===== src/dmrl_pkg.sv =====
package dmrl_pkg;
   // Mode register addresses
   localparam logic [5:0] DMRL_ADDR_LATENCY = 6'h02;
   localparam logic [5:0] DMRL_ADDR_IO_INVERSION_CONFIG = 6'h03;
   localparam logic [5:0] DMRL_ADDR_REFRESH_TEMP_REPAIR = 6'h04;
   localparam logic [5:0] DMRL_ADDR_MAKER_CODE = 6'h05;

   // Latency register fields
   localparam int DMRL_RL_LSB = 0;
   localparam int DMRL_WL_LSB = 3;
   localparam int DMRL_WLS_BIT = 6;

   // I/O configuration fields
   localparam int DMRL_PUCAL_BIT = 0;
   localparam int DMRL_WPST_BIT = 1;
   localparam int DMRL_PROT_BIT = 2;
   localparam int DMRL_PULLDOWN_DRIVE_STRENGTH_LSB = 3;
   localparam int DMRL_RDINV_BIT = 6;
   localparam int DMRL_WRINV_BIT = 7;

   // Refresh register fields
   localparam int DMRL_SRA_BIT = 3;
   localparam int DMRL_REP_BIT = 4;
   localparam int DMRL_TOFS_LSB = 5;
   localparam int DMRL_TUF_BIT = 7;
   localparam logic [7:0] DMRL_REFRESH_WR_MASK = 8'h78;

   // Reset values
   localparam logic [7:0] DMRL_LATENCY_RESET = 8'h00;
   localparam logic [7:0] DMRL_IO_RESET = 8'h31;
   localparam logic [7:0] DMRL_REFRESH_RESET = 8'h00;
   localparam logic [2:0] DMRL_PULLDOWN_DRIVE_STRENGTH_RESET = 3'h6;
   localparam logic [2:0] DMRL_PULLDOWN_DRIVE_STRENGTH_RSVD_LO = 3'h0;
   localparam logic [2:0] DMRL_PULLDOWN_DRIVE_STRENGTH_RSVD_HI = 3'h7;
   localparam logic [1:0] DMRL_TOFS_RESERVED = 2'h3;
   localparam logic [1:0] DMRL_TOFS_RESET = 2'h0;

   // Extra clocks added to read-to-precharge for 32-beat bursts
   localparam logic [5:0] DMRL_BL32_EXTRA = 6'h08;
   localparam logic [5:0] DMRL_ONE = 6'h01;
endpackage : dmrl_pkg


===== src/dmrl_latency_lut.sv =====
module dmrl_latency_lut
   import dmrl_pkg::*;
(
   // Codes
   input wire logic [2:0] rl_code_i,
   input wire logic [2:0] wl_code_i,
   input wire logic rd_inversion_i,
   input wire logic wl_set_b_i,
   // Latencies in clocks
   output logic [5:0] read_latency_o,
   output logic [5:0] write_latency_o,
   output logic [5:0] write_recovery_clocks_o,
   output logic [5:0] read_to_precharge_clocks_o
);
   // Band tables, row index is the code
   localparam logic [5:0] RL_NOINV [8] = '{6'h06, 6'h0A, 6'h0E, 6'h14, 6'h18, 6'h1C, 6'h20, 6'h24};
   localparam logic [5:0] RL_INV [8] = '{6'h06, 6'h0C, 6'h10, 6'h16, 6'h1C, 6'h20, 6'h24, 6'h28};
   localparam logic [5:0] WL_A [8] = '{6'h04, 6'h06, 6'h08, 6'h0A, 6'h0C, 6'h0E, 6'h10, 6'h12};
   localparam logic [5:0] WL_B [8] = '{6'h04, 6'h08, 6'h0C, 6'h12, 6'h16, 6'h1A, 6'h1E, 6'h22};
   localparam logic [5:0] WRITE_RECOVERY_CLOCKS [8] = '{6'h06, 6'h0A, 6'h10, 6'h14, 6'h18, 6'h1E, 6'h22, 6'h28};
   localparam logic [5:0] READ_TO_PRECHARGE_CLOCKS [8] = '{6'h08, 6'h08, 6'h08, 6'h08, 6'h0A, 6'h0C, 6'h0E, 6'h10};

   // Column selection
   always_comb begin
      read_latency_o = rd_inversion_i ? RL_INV[rl_code_i] : RL_NOINV[rl_code_i]; // [RULE2] [RULE23]
      write_latency_o = wl_set_b_i ? WL_B[wl_code_i] : WL_A[wl_code_i]; // [RULE3]
      write_recovery_clocks_o = WRITE_RECOVERY_CLOCKS[wl_code_i];
      read_to_precharge_clocks_o = READ_TO_PRECHARGE_CLOCKS[rl_code_i];
   end
endmodule : dmrl_latency_lut


===== src/dmrl_precharge_timer.sv =====
module dmrl_precharge_timer
   import dmrl_pkg::*;
(
   // Clock and reset
   input wire logic clk_i,
   input wire logic resetn_i,
   // Start and delay
   input wire logic start_i,
   input wire logic [5:0] delay_i,
   // Precharge start pulse
   output logic fire_o
);
   import dmrl_pkg::*;

   typedef struct packed {
      logic busy;
      logic [5:0] count;
      logic fire;
   } dmrl_timer_t;

   dmrl_timer_t state;
   dmrl_timer_t next_state;

   // Countdown; a new start restarts the count
   always_comb begin
      next_state = state;
      next_state.fire = 1'b0;
      if (start_i) begin
         next_state.busy = 1'b1;
         next_state.count = delay_i;
      end else if (state.busy) begin
         if (state.count <= DMRL_ONE) begin
            next_state.busy = 1'b0;
            next_state.fire = 1'b1;
         end else begin
            next_state.count = state.count - DMRL_ONE;
         end
      end
   end

   // State register
   always_ff @(posedge clk_i or negedge resetn_i) begin
      if (!resetn_i) begin
         state <= '0;
      end else begin
         state <= next_state;
      end
   end

   assign fire_o = state.fire;
endmodule : dmrl_precharge_timer


===== src/dmrl_mode_regs.sv =====
// Functional notes
// [RULE1] Controller picks latency codes whose band covers its clock, 10 to 2133 MHz.
// [RULE2] Read latency uses the inversion column when read inversion is enabled.
// [RULE3] Write latency uses set A or set B per the set-select bit.
// [RULE4] Write auto-precharge starts after the programmed write recovery clocks.
// [RULE5] Read auto-precharge starts after the programmed read-to-precharge clocks.
// [RULE6] Burst length 32 adds eight clocks to read-to-precharge.
// [RULE7] I/O bit 0 picks pull-up calibration point; resets to 1.
// [RULE8] I/O bit 1 picks write postamble length; resets to half clock.
// [RULE9] I/O bits 5:3 pull-down strength, reset 110, 000 and 111 reserved.
// [RULE10] Writes update only the copy named by the write set point.
// [RULE11] Device uses only the copy named by the operating set point.
// [RULE12] Controller sets identical pull-up point on both channels before calibration.
// [RULE13] Repair protection bit is sticky, cleared only by power-on reset.
// [RULE14] With protection set, writes of repair entry one are refused.
// [RULE15] Refresh bit 4 enters repair mode on 1, exits on 0.
// [RULE16] Refresh bits 2:0 report the read-only refresh multiplier code.
// [RULE17] Refresh code bit 2 is set above 85 C.
// [RULE18] Update flag sets on refresh code change, cleared by refresh register read.
// [RULE19] Update flag is zero at power-up.
// [RULE20] Only refresh bits 6:3 accept writes.
// [RULE21] Bits 6:5 thermal offset, bit 3 self-refresh abort enable.
// [RULE22] Maker code register is fixed and ignores writes.
// [RULE23] Latency codes 000 to 111 index table rows; reset 000.
// [RULE24] Reserved strength or offset codes are stored but leave behaviour unchanged.
module dmrl_mode_regs
   import dmrl_pkg::*;
#(
   parameter logic [7:0] MAKER_ID = 8'hA5 // arbitrary value
) (
   // Clock and reset
   input wire logic clk_i,
   input wire logic resetn_i,
   // Mode register command
   input wire logic mr_write_i,
   input wire logic mr_read_i,
   input wire logic [5:0] mr_addr_i,
   input wire logic [7:0] mr_wdata_i,
   // Set point selects
   input wire logic write_set_point_select_i,
   input wire logic operating_set_point_select_i,
   // Temperature sensor
   input wire logic temp_valid_i,
   input wire logic [2:0] refresh_rate_i,
   // Auto-precharge triggers
   input wire logic write_ap_done_i,
   input wire logic read_ap_done_i,
   input wire logic burst_len_32_i,
   // Read back
   output logic [7:0] mr_rdata_o,
   output logic mr_rvalid_o,
   // Effective configuration
   output logic [5:0] read_latency_o,
   output logic [5:0] write_latency_o,
   output logic [5:0] write_recovery_clocks_o,
   output logic [5:0] read_to_precharge_clocks_o,
   output logic pullup_cal_point_o,
   output logic write_postamble_length_o,
   output logic [2:0] pulldown_drive_strength_o,
   output logic read_inversion_enable_o,
   output logic write_inversion_enable_o,
   output logic repair_protection_o,
   output logic repair_entry_o,
   output logic self_refresh_abort_enable_o,
   output logic [1:0] thermal_offset_o,
   output logic [2:0] refresh_rate_o,
   output logic temp_update_flag_o,
   output logic above_85c_o,
   // Internal precharge starts
   output logic write_precharge_start_o,
   output logic read_precharge_start_o
);
   import dmrl_pkg::*;

   typedef struct packed {
      logic [1:0][7:0] latency;
      logic [1:0][7:0] io_cfg;
      logic [2:0] pulldown_drive_strength_eff0;
      logic [2:0] pulldown_drive_strength_eff1;
      logic protect;
      logic sra;
      logic repair;
      logic [1:0] tofs;
      logic [1:0] tofs_eff;
      logic [2:0] rate;
      logic rate_known;
      logic temp_update_flag;
      logic [7:0] rdata;
      logic rvalid;
   } dmrl_state_t;

   dmrl_state_t state;
   dmrl_state_t next_state;
   logic [7:0] act_latency;
   logic [7:0] act_io;
   logic [2:0] act_pulldown_drive_strength;
   logic [5:0] rtp_base;
   logic [5:0] rtp_eff;
   logic [5:0] write_recovery_clocks;

   // Reserved strength codes 000 and 111
   function automatic logic pulldown_drive_strength_reserved(input logic [2:0] code);
      pulldown_drive_strength_reserved = (code == DMRL_PULLDOWN_DRIVE_STRENGTH_RSVD_LO) || (code == DMRL_PULLDOWN_DRIVE_STRENGTH_RSVD_HI);
   endfunction

   // Active copies
   assign act_latency = state.latency[operating_set_point_select_i]; // [RULE11]
   assign act_io = state.io_cfg[operating_set_point_select_i]; // [RULE11]
   assign act_pulldown_drive_strength = operating_set_point_select_i ? state.pulldown_drive_strength_eff1 : state.pulldown_drive_strength_eff0;

   // Register update
   always_comb begin
      next_state = state;
      next_state.rvalid = 1'b0;
      // Temperature code tracking
      if (temp_valid_i) begin
         next_state.rate = refresh_rate_i; // [RULE16]
         next_state.rate_known = 1'b1;
      end
      // Read clears flag; a same-cycle change sets it again
      if (mr_read_i) begin
         next_state.rvalid = 1'b1;
         case (mr_addr_i)
            DMRL_ADDR_REFRESH_TEMP_REPAIR: begin
               next_state.rdata = {state.temp_update_flag, state.tofs, state.repair, state.sra, state.rate};
               next_state.temp_update_flag = 1'b0; // [RULE18]
            end
            DMRL_ADDR_MAKER_CODE: next_state.rdata = MAKER_ID; // [RULE22]
            default: next_state.rdata = 8'h00;
         endcase
      end
      if (temp_valid_i && state.rate_known && (refresh_rate_i != state.rate)) begin
         next_state.temp_update_flag = 1'b1; // [RULE18]
      end
      if (mr_write_i) begin
         case (mr_addr_i)
            DMRL_ADDR_LATENCY: begin
               next_state.latency[write_set_point_select_i] = mr_wdata_i; // [RULE10]
            end
            DMRL_ADDR_IO_INVERSION_CONFIG: begin
               next_state.io_cfg[write_set_point_select_i] = mr_wdata_i; // [RULE10]
               if (!pulldown_drive_strength_reserved(mr_wdata_i[DMRL_PULLDOWN_DRIVE_STRENGTH_LSB +: 3])) begin
                  if (write_set_point_select_i) begin
                     next_state.pulldown_drive_strength_eff1 = mr_wdata_i[DMRL_PULLDOWN_DRIVE_STRENGTH_LSB +: 3]; // [RULE24]
                  end else begin
                     next_state.pulldown_drive_strength_eff0 = mr_wdata_i[DMRL_PULLDOWN_DRIVE_STRENGTH_LSB +: 3]; // [RULE24]
                  end
               end
               if (mr_wdata_i[DMRL_PROT_BIT]) begin
                  next_state.protect = 1'b1; // [RULE13]
               end
            end
            DMRL_ADDR_REFRESH_TEMP_REPAIR: begin
               // Bits outside 6:3 ignored
               next_state.sra = mr_wdata_i[DMRL_SRA_BIT]; // [RULE20] [RULE21]
               next_state.tofs = mr_wdata_i[DMRL_TOFS_LSB +: 2]; // [RULE21]
               if (mr_wdata_i[DMRL_TOFS_LSB +: 2] != DMRL_TOFS_RESERVED) begin
                  next_state.tofs_eff = mr_wdata_i[DMRL_TOFS_LSB +: 2]; // [RULE24]
               end
               if (!(mr_wdata_i[DMRL_REP_BIT] && state.protect)) begin
                  next_state.repair = mr_wdata_i[DMRL_REP_BIT]; // [RULE14] [RULE15]
               end
            end
            default: begin
               // Maker code and unknown addresses unchanged
            end
         endcase
      end
   end

   // State register
   always_ff @(posedge clk_i or negedge resetn_i) begin
      if (!resetn_i) begin
         state <= '0;
         state.latency <= {DMRL_LATENCY_RESET, DMRL_LATENCY_RESET}; // [RULE23]
         state.io_cfg <= {DMRL_IO_RESET, DMRL_IO_RESET}; // [RULE7] [RULE8] [RULE9]
         state.pulldown_drive_strength_eff0 <= DMRL_PULLDOWN_DRIVE_STRENGTH_RESET;
         state.pulldown_drive_strength_eff1 <= DMRL_PULLDOWN_DRIVE_STRENGTH_RESET;
         state.tofs <= DMRL_TOFS_RESET;
         state.tofs_eff <= DMRL_TOFS_RESET;
         state.protect <= 1'b0; // [RULE13]
         state.temp_update_flag <= 1'b0; // [RULE19]
      end else begin
         state <= next_state;
      end
   end

   // Latency lookup
   dmrl_latency_lut u_lut (
      .rl_code_i(act_latency[DMRL_RL_LSB +: 3]),
      .wl_code_i(act_latency[DMRL_WL_LSB +: 3]),
      .rd_inversion_i(act_io[DMRL_RDINV_BIT]),
      .wl_set_b_i(act_latency[DMRL_WLS_BIT]),
      .read_latency_o(read_latency_o),
      .write_latency_o(write_latency_o),
      .write_recovery_clocks_o(write_recovery_clocks),
      .read_to_precharge_clocks_o(rtp_base)
   );

   // Burst length 32 extension
   assign rtp_eff = burst_len_32_i ? rtp_base + DMRL_BL32_EXTRA : rtp_base; // [RULE6]

   // Auto-precharge timers
   dmrl_precharge_timer u_wr_timer (
      .clk_i(clk_i),
      .resetn_i(resetn_i),
      .start_i(write_ap_done_i),
      .delay_i(write_recovery_clocks), // [RULE4]
      .fire_o(write_precharge_start_o)
   );

   dmrl_precharge_timer u_rd_timer (
      .clk_i(clk_i),
      .resetn_i(resetn_i),
      .start_i(read_ap_done_i),
      .delay_i(rtp_eff), // [RULE5]
      .fire_o(read_precharge_start_o)
   );

   // Outputs
   assign write_recovery_clocks_o = write_recovery_clocks;
   assign read_to_precharge_clocks_o = rtp_eff;
   assign pullup_cal_point_o = act_io[DMRL_PUCAL_BIT]; // [RULE7]
   assign write_postamble_length_o = act_io[DMRL_WPST_BIT]; // [RULE8]
   assign pulldown_drive_strength_o = act_pulldown_drive_strength; // [RULE9]
   assign read_inversion_enable_o = act_io[DMRL_RDINV_BIT];
   assign write_inversion_enable_o = act_io[DMRL_WRINV_BIT];
   assign repair_protection_o = state.protect;
   assign repair_entry_o = state.repair;
   assign self_refresh_abort_enable_o = state.sra;
   assign thermal_offset_o = state.tofs_eff;
   assign refresh_rate_o = state.rate;
   assign temp_update_flag_o = state.temp_update_flag;
   assign above_85c_o = state.rate[2]; // [RULE17]
   assign mr_rdata_o = state.rdata;
   assign mr_rvalid_o = state.rvalid;
endmodule : dmrl_mode_regs


===== config.mk =====
export PLATFORM = sky130hd
export DESIGN_NAME = dmrl_mode_regs
export DESIGN_NICKNAME = d
export VERILOG_FILES = /design/src/dmrl_pkg.sv /design/src/dmrl_latency_lut.sv /design/src/dmrl_precharge_timer.sv /design/src/dmrl_mode_regs.sv
export SDC_FILE = /design/constraint.sdc
export NUM_CORES = 1
export LEC_CHECK = 0
export ABC_CLOCK_PERIOD_IN_PS = 3500
export BUFFER_PORTS_ARGS = -buffer_cell sky130_fd_sc_hd__buf_2
export CAP_MARGIN = 20
export CORE_UTILIZATION = 31
export CTS_CLUSTER_DIAMETER = 40
export DETAILED_ROUTE_END_ITERATION = 6
export GPL_TIMING_DRIVEN = 0
export RECOVER_POWER = 50
export SYNTH_ARGS = -nofsm -noshare
export SYNTH_HDL_FRONTEND = slang
export SYNTH_HIERARCHICAL = 1
export SYNTH_SLANG_ARGS = --single-unit
export TNS_END_PERCENT = 20

===== constraint.sdc =====
create_clock -name clk_i -period 3.5 [get_ports clk_i]
set_input_delay 0.7 -clock clk_i [delete_from_list [all_inputs] [get_ports clk_i]]
set_output_delay 0.7 -clock clk_i [all_outputs]
set_load 0.005 [all_outputs]

==> out/qor.csv <==
metric;value;unit
final hold slack;0.463;ns
cell area after layout;4740;µm²
Sw Ratio;28.6;%
xor-xnor portion of the synthesized cell area;1.35;%
die height;114;µm
GP Congestion;0.814;
Critical Path Fanout Max;14;
Setup crit start;operating_set_point_select_i;
synthesized area per cell;10.4;µm²
endpoints failing hold;0;
mapped cell area;3890;µm²
antenna violations before repair;0;
vias in the first global route;2895;
Synth area leaders;dfrtp_1 38%, mux2_1 7.2%, ha_1 5.2%;
nets@finish;502;
Leak;2.26;nW
Compound-Gate Fraction of Synth Area;13.5;%
period utilization;94.3;%
hold depth;2;
main combinational cell family by area after synthesis;simple AND/OR/NAND/NOR gates;
PostCTS Resize Cnt;0;
Flop pwr share;39.9;%
Yosys top cell area share;38.0;%
violated checks;max-capacitance violations, max-slew violations;
combinational share of power;21.4;%
final setup fails;0;
top_reg_cell synth;dfrtp_1;
Starting Density;32.1;%
Yosys cell types;63;
DR DRC count;0;
I/O Buffers;72;
CP arrival;2.60;ns
Via-to-Cell Ratio;4.65;
fillcell total;1209;
clock latency on the worst-skew pair;0.33;ns
Tightest Pin Transition;1.64;ns
kind of end point of the critical path;output port;
sequential fraction of the synthesis area;42.0;%
FF+latch count, synth;65;
largest net degree at the start of global routing;66;
Pint;1.62;mW
Post-Synth Simple-Gate Area;16.4;%
DIE AREA;13000;µm²
row count;40;
CTS Buf Count;9;
ys async rst share;100;%
startpoint types;input pin;
H-tree level count;3;
VDD IR max;0.257;mV
core area;12100;µm²
CTS Root Cell;clkbuf_16;
clk sinks;65;
synth warn;6;
total routed wirelength;8470;µm
HP Class;flop to flop;
io pins;79;
Worst slew margin;-9.46;%
Longest Clk Path Bufs;2;
final global-route overflow total;0;
post-synthesis mux area share;13.8;%
Cell Pwr Density;479;nW/µm²
Adder-Cell Fraction of Synth Area;5.15;%
Post-DP Area;4470;µm²
n_diodes;0;
reg2reg path depth;7;
unrepaired setup endpoints after global routing;false;
fin crit period;3.30;ns
fin. max-slew vios;66;
Required @ worst endpoint;2.80;ns
Post-synth EDFFs;0;
antenna-violating nets left;0;
Synth top cells by count;59 x dfrtp_1, 32 x nand2_1, 25 x mux2_1;
clk slew on worst S/H paths;0.05;ns
initial DRC count;138;
layout cell share with drive strength beyond 1;31.3;%
most frequent cell after synthesis;dfrtp_1;
Post-CTS Repair Setup Buffers;0;
Synth-to-Final Area Change;21.9;%
FF-to-FF setup slack;1.45;ns
routed vias;2937;
Clock Skew;0.00567;ns
first-pass GRT wire length;14100;µm
status;finished with violations;
first drt pass iteration count;4;
worst reg2reg path endpoint;u_rd_timer/state[5]$_DFFE_PN0P_;
GRT Util Overall;14.0;%
critical path type;input pin to output port;
area taken by multi-input logic gates;1940;µm²
total area of sequential cells;1630;µm²
CTS tree;done;
Post-Syn Instances;373;
Net Switching;650;µW
CTS hold repair buffers;0;
Clk pwr share;38.7;%
highest clock rate;0.303;GHz
crit path to;read_to_precharge_clocks_o[4];
Die Wd;114;µm
area leader, netlist;dfrtp_1;
FF-to-FF Start;state[52]$_DFFE_PN0P_;
DP Wirelength;6350;µm
routed len/inst;13.4;µm
Max Cap Viol;1;
## layout make-up
| type | count | area share [%] |
|---|---|---|
| clock buffer | 10 | 4.83 |
| clock inverter | 6 | 1.45 |
| tap | 168 | 4.44 |
| timing repair buffer | 72 | 7.50 |
| sequential | 65 | 34.5 |
| buffer | 34 | 4.41 |
| inverter | 23 | 1.82 |
| multi-input combinational | 254 | 41.0 |
## registers in the layout, summed over array words and instances (netlist names)
register	flops
state	31
u_rd_timer/state	7
self_refresh_abort_enable_o	1
repair_entry_o	1
refresh_rate_o	3
u_rd_timer/fire_o	1
mr_rdata_o	8
repair_protection_o	1
thermal_offset_o	2
u_wr_timer/fire_o	1
mr_rvalid_o	1
temp_update_flag_o	1
u_wr_timer/state	7
## layer usage
layer | wire length (µm) | track usage (%) | up-vias
met5 | 0 | 0 | -
met2 | 4320 | 24.5 | 55
met3 | 311 | 3.77 | 8
met4 | 95 | 4.33 | 0
li1 | - | - | 1478
met1 | 3740 | 16.7 | 1396
## cell families after synthesis
| kind of cell | after synthesis |
|---|---|
| XOR/XNOR | 6 |
| multiplexers | 47 |
| adder cells (fa/ha/maj) | 16 |
| AND/OR/NAND/NOR | 104 |
| flip-flops | 65 |
| AO/OA/AOI/OAI | 76 |
| other | 1 |
| buffers and inverters | 58 |
## critical path: stages
cell,delay [ns]
buf_2,0.31
mux2_1,0.50
ha_1,0.25
and2_1,0.16
ha_1,0.27
mux2_2,0.28
buf_2,0.13
## power groups by stage
| stage | clock network, mW | logic [mW] | registers, mW |
|---|---|---|---|
| CTS | 0.908 | 0.499 | 0.905 |
| detailed placement | 0 | 0.498 | 0.916 |
| global route | 0.943 | 0.550 | 0.920 |
| global placement | 0 | 0.482 | 0.913 |
| floorplan | 0 | 0.349 | 0.898 |
| finish | 0.878 | 0.487 | 0.905 |
## cells in the final DEF, fill, tap and decap left out, drive strengths merged, types with 4 or more instances in the layout
master  count
or2         4
conb        5
buf        92
nor2       16
a22o        4
nor3b       8
inv        23
dfstp       6
o31ai       4
clkbuf     24
nand2      32
or3         7
dfrtp      59
clkinv      4
ha         16
a211oi      4
nor2b       6
mux2i       8
xor2        5
mux2       39
o21ai      20
a21oi      13
nand2b      7
o211ai      8
## worst min path at each step
stage	start	end	slack, ns
finish	state[33]$_DFFE_PN0P_	state[33]$_DFFE_PN0P_	0.46
global route	mr_read_i	mr_rvalid_o$_DFF_PN0_	0.48
CTS	state[10]$_DFFE_PN0P_	state[10]$_DFFE_PN0P_	0.47
detailed placement	state[10]$_DFFE_PN0P_	state[10]$_DFFE_PN0P_	0.45
global placement	state[27]$_DFFE_PN1P_	state[27]$_DFFE_PN1P_	0.45
floorplan	resetn_i	mr_rdata_o[0]$_DFFE_PN0P_	0.40
## stage by stage
step                setup TNS [ns]  power (mW)  utilization (%)  instances  worst slack, ns
CTS                              0        2.31             39.4        632            0.161
floorplan                        0        1.25                -        377            0.409
global placement            -0.286        1.40             36.9        617           -0.191
detailed placement          -0.414        1.41             36.9        617           -0.226
global route                     0        2.41             39.1        632           0.0733
finish                           0        2.27             39.1        632            0.199
Note: power is estimated with default switching activity, not from simulation.
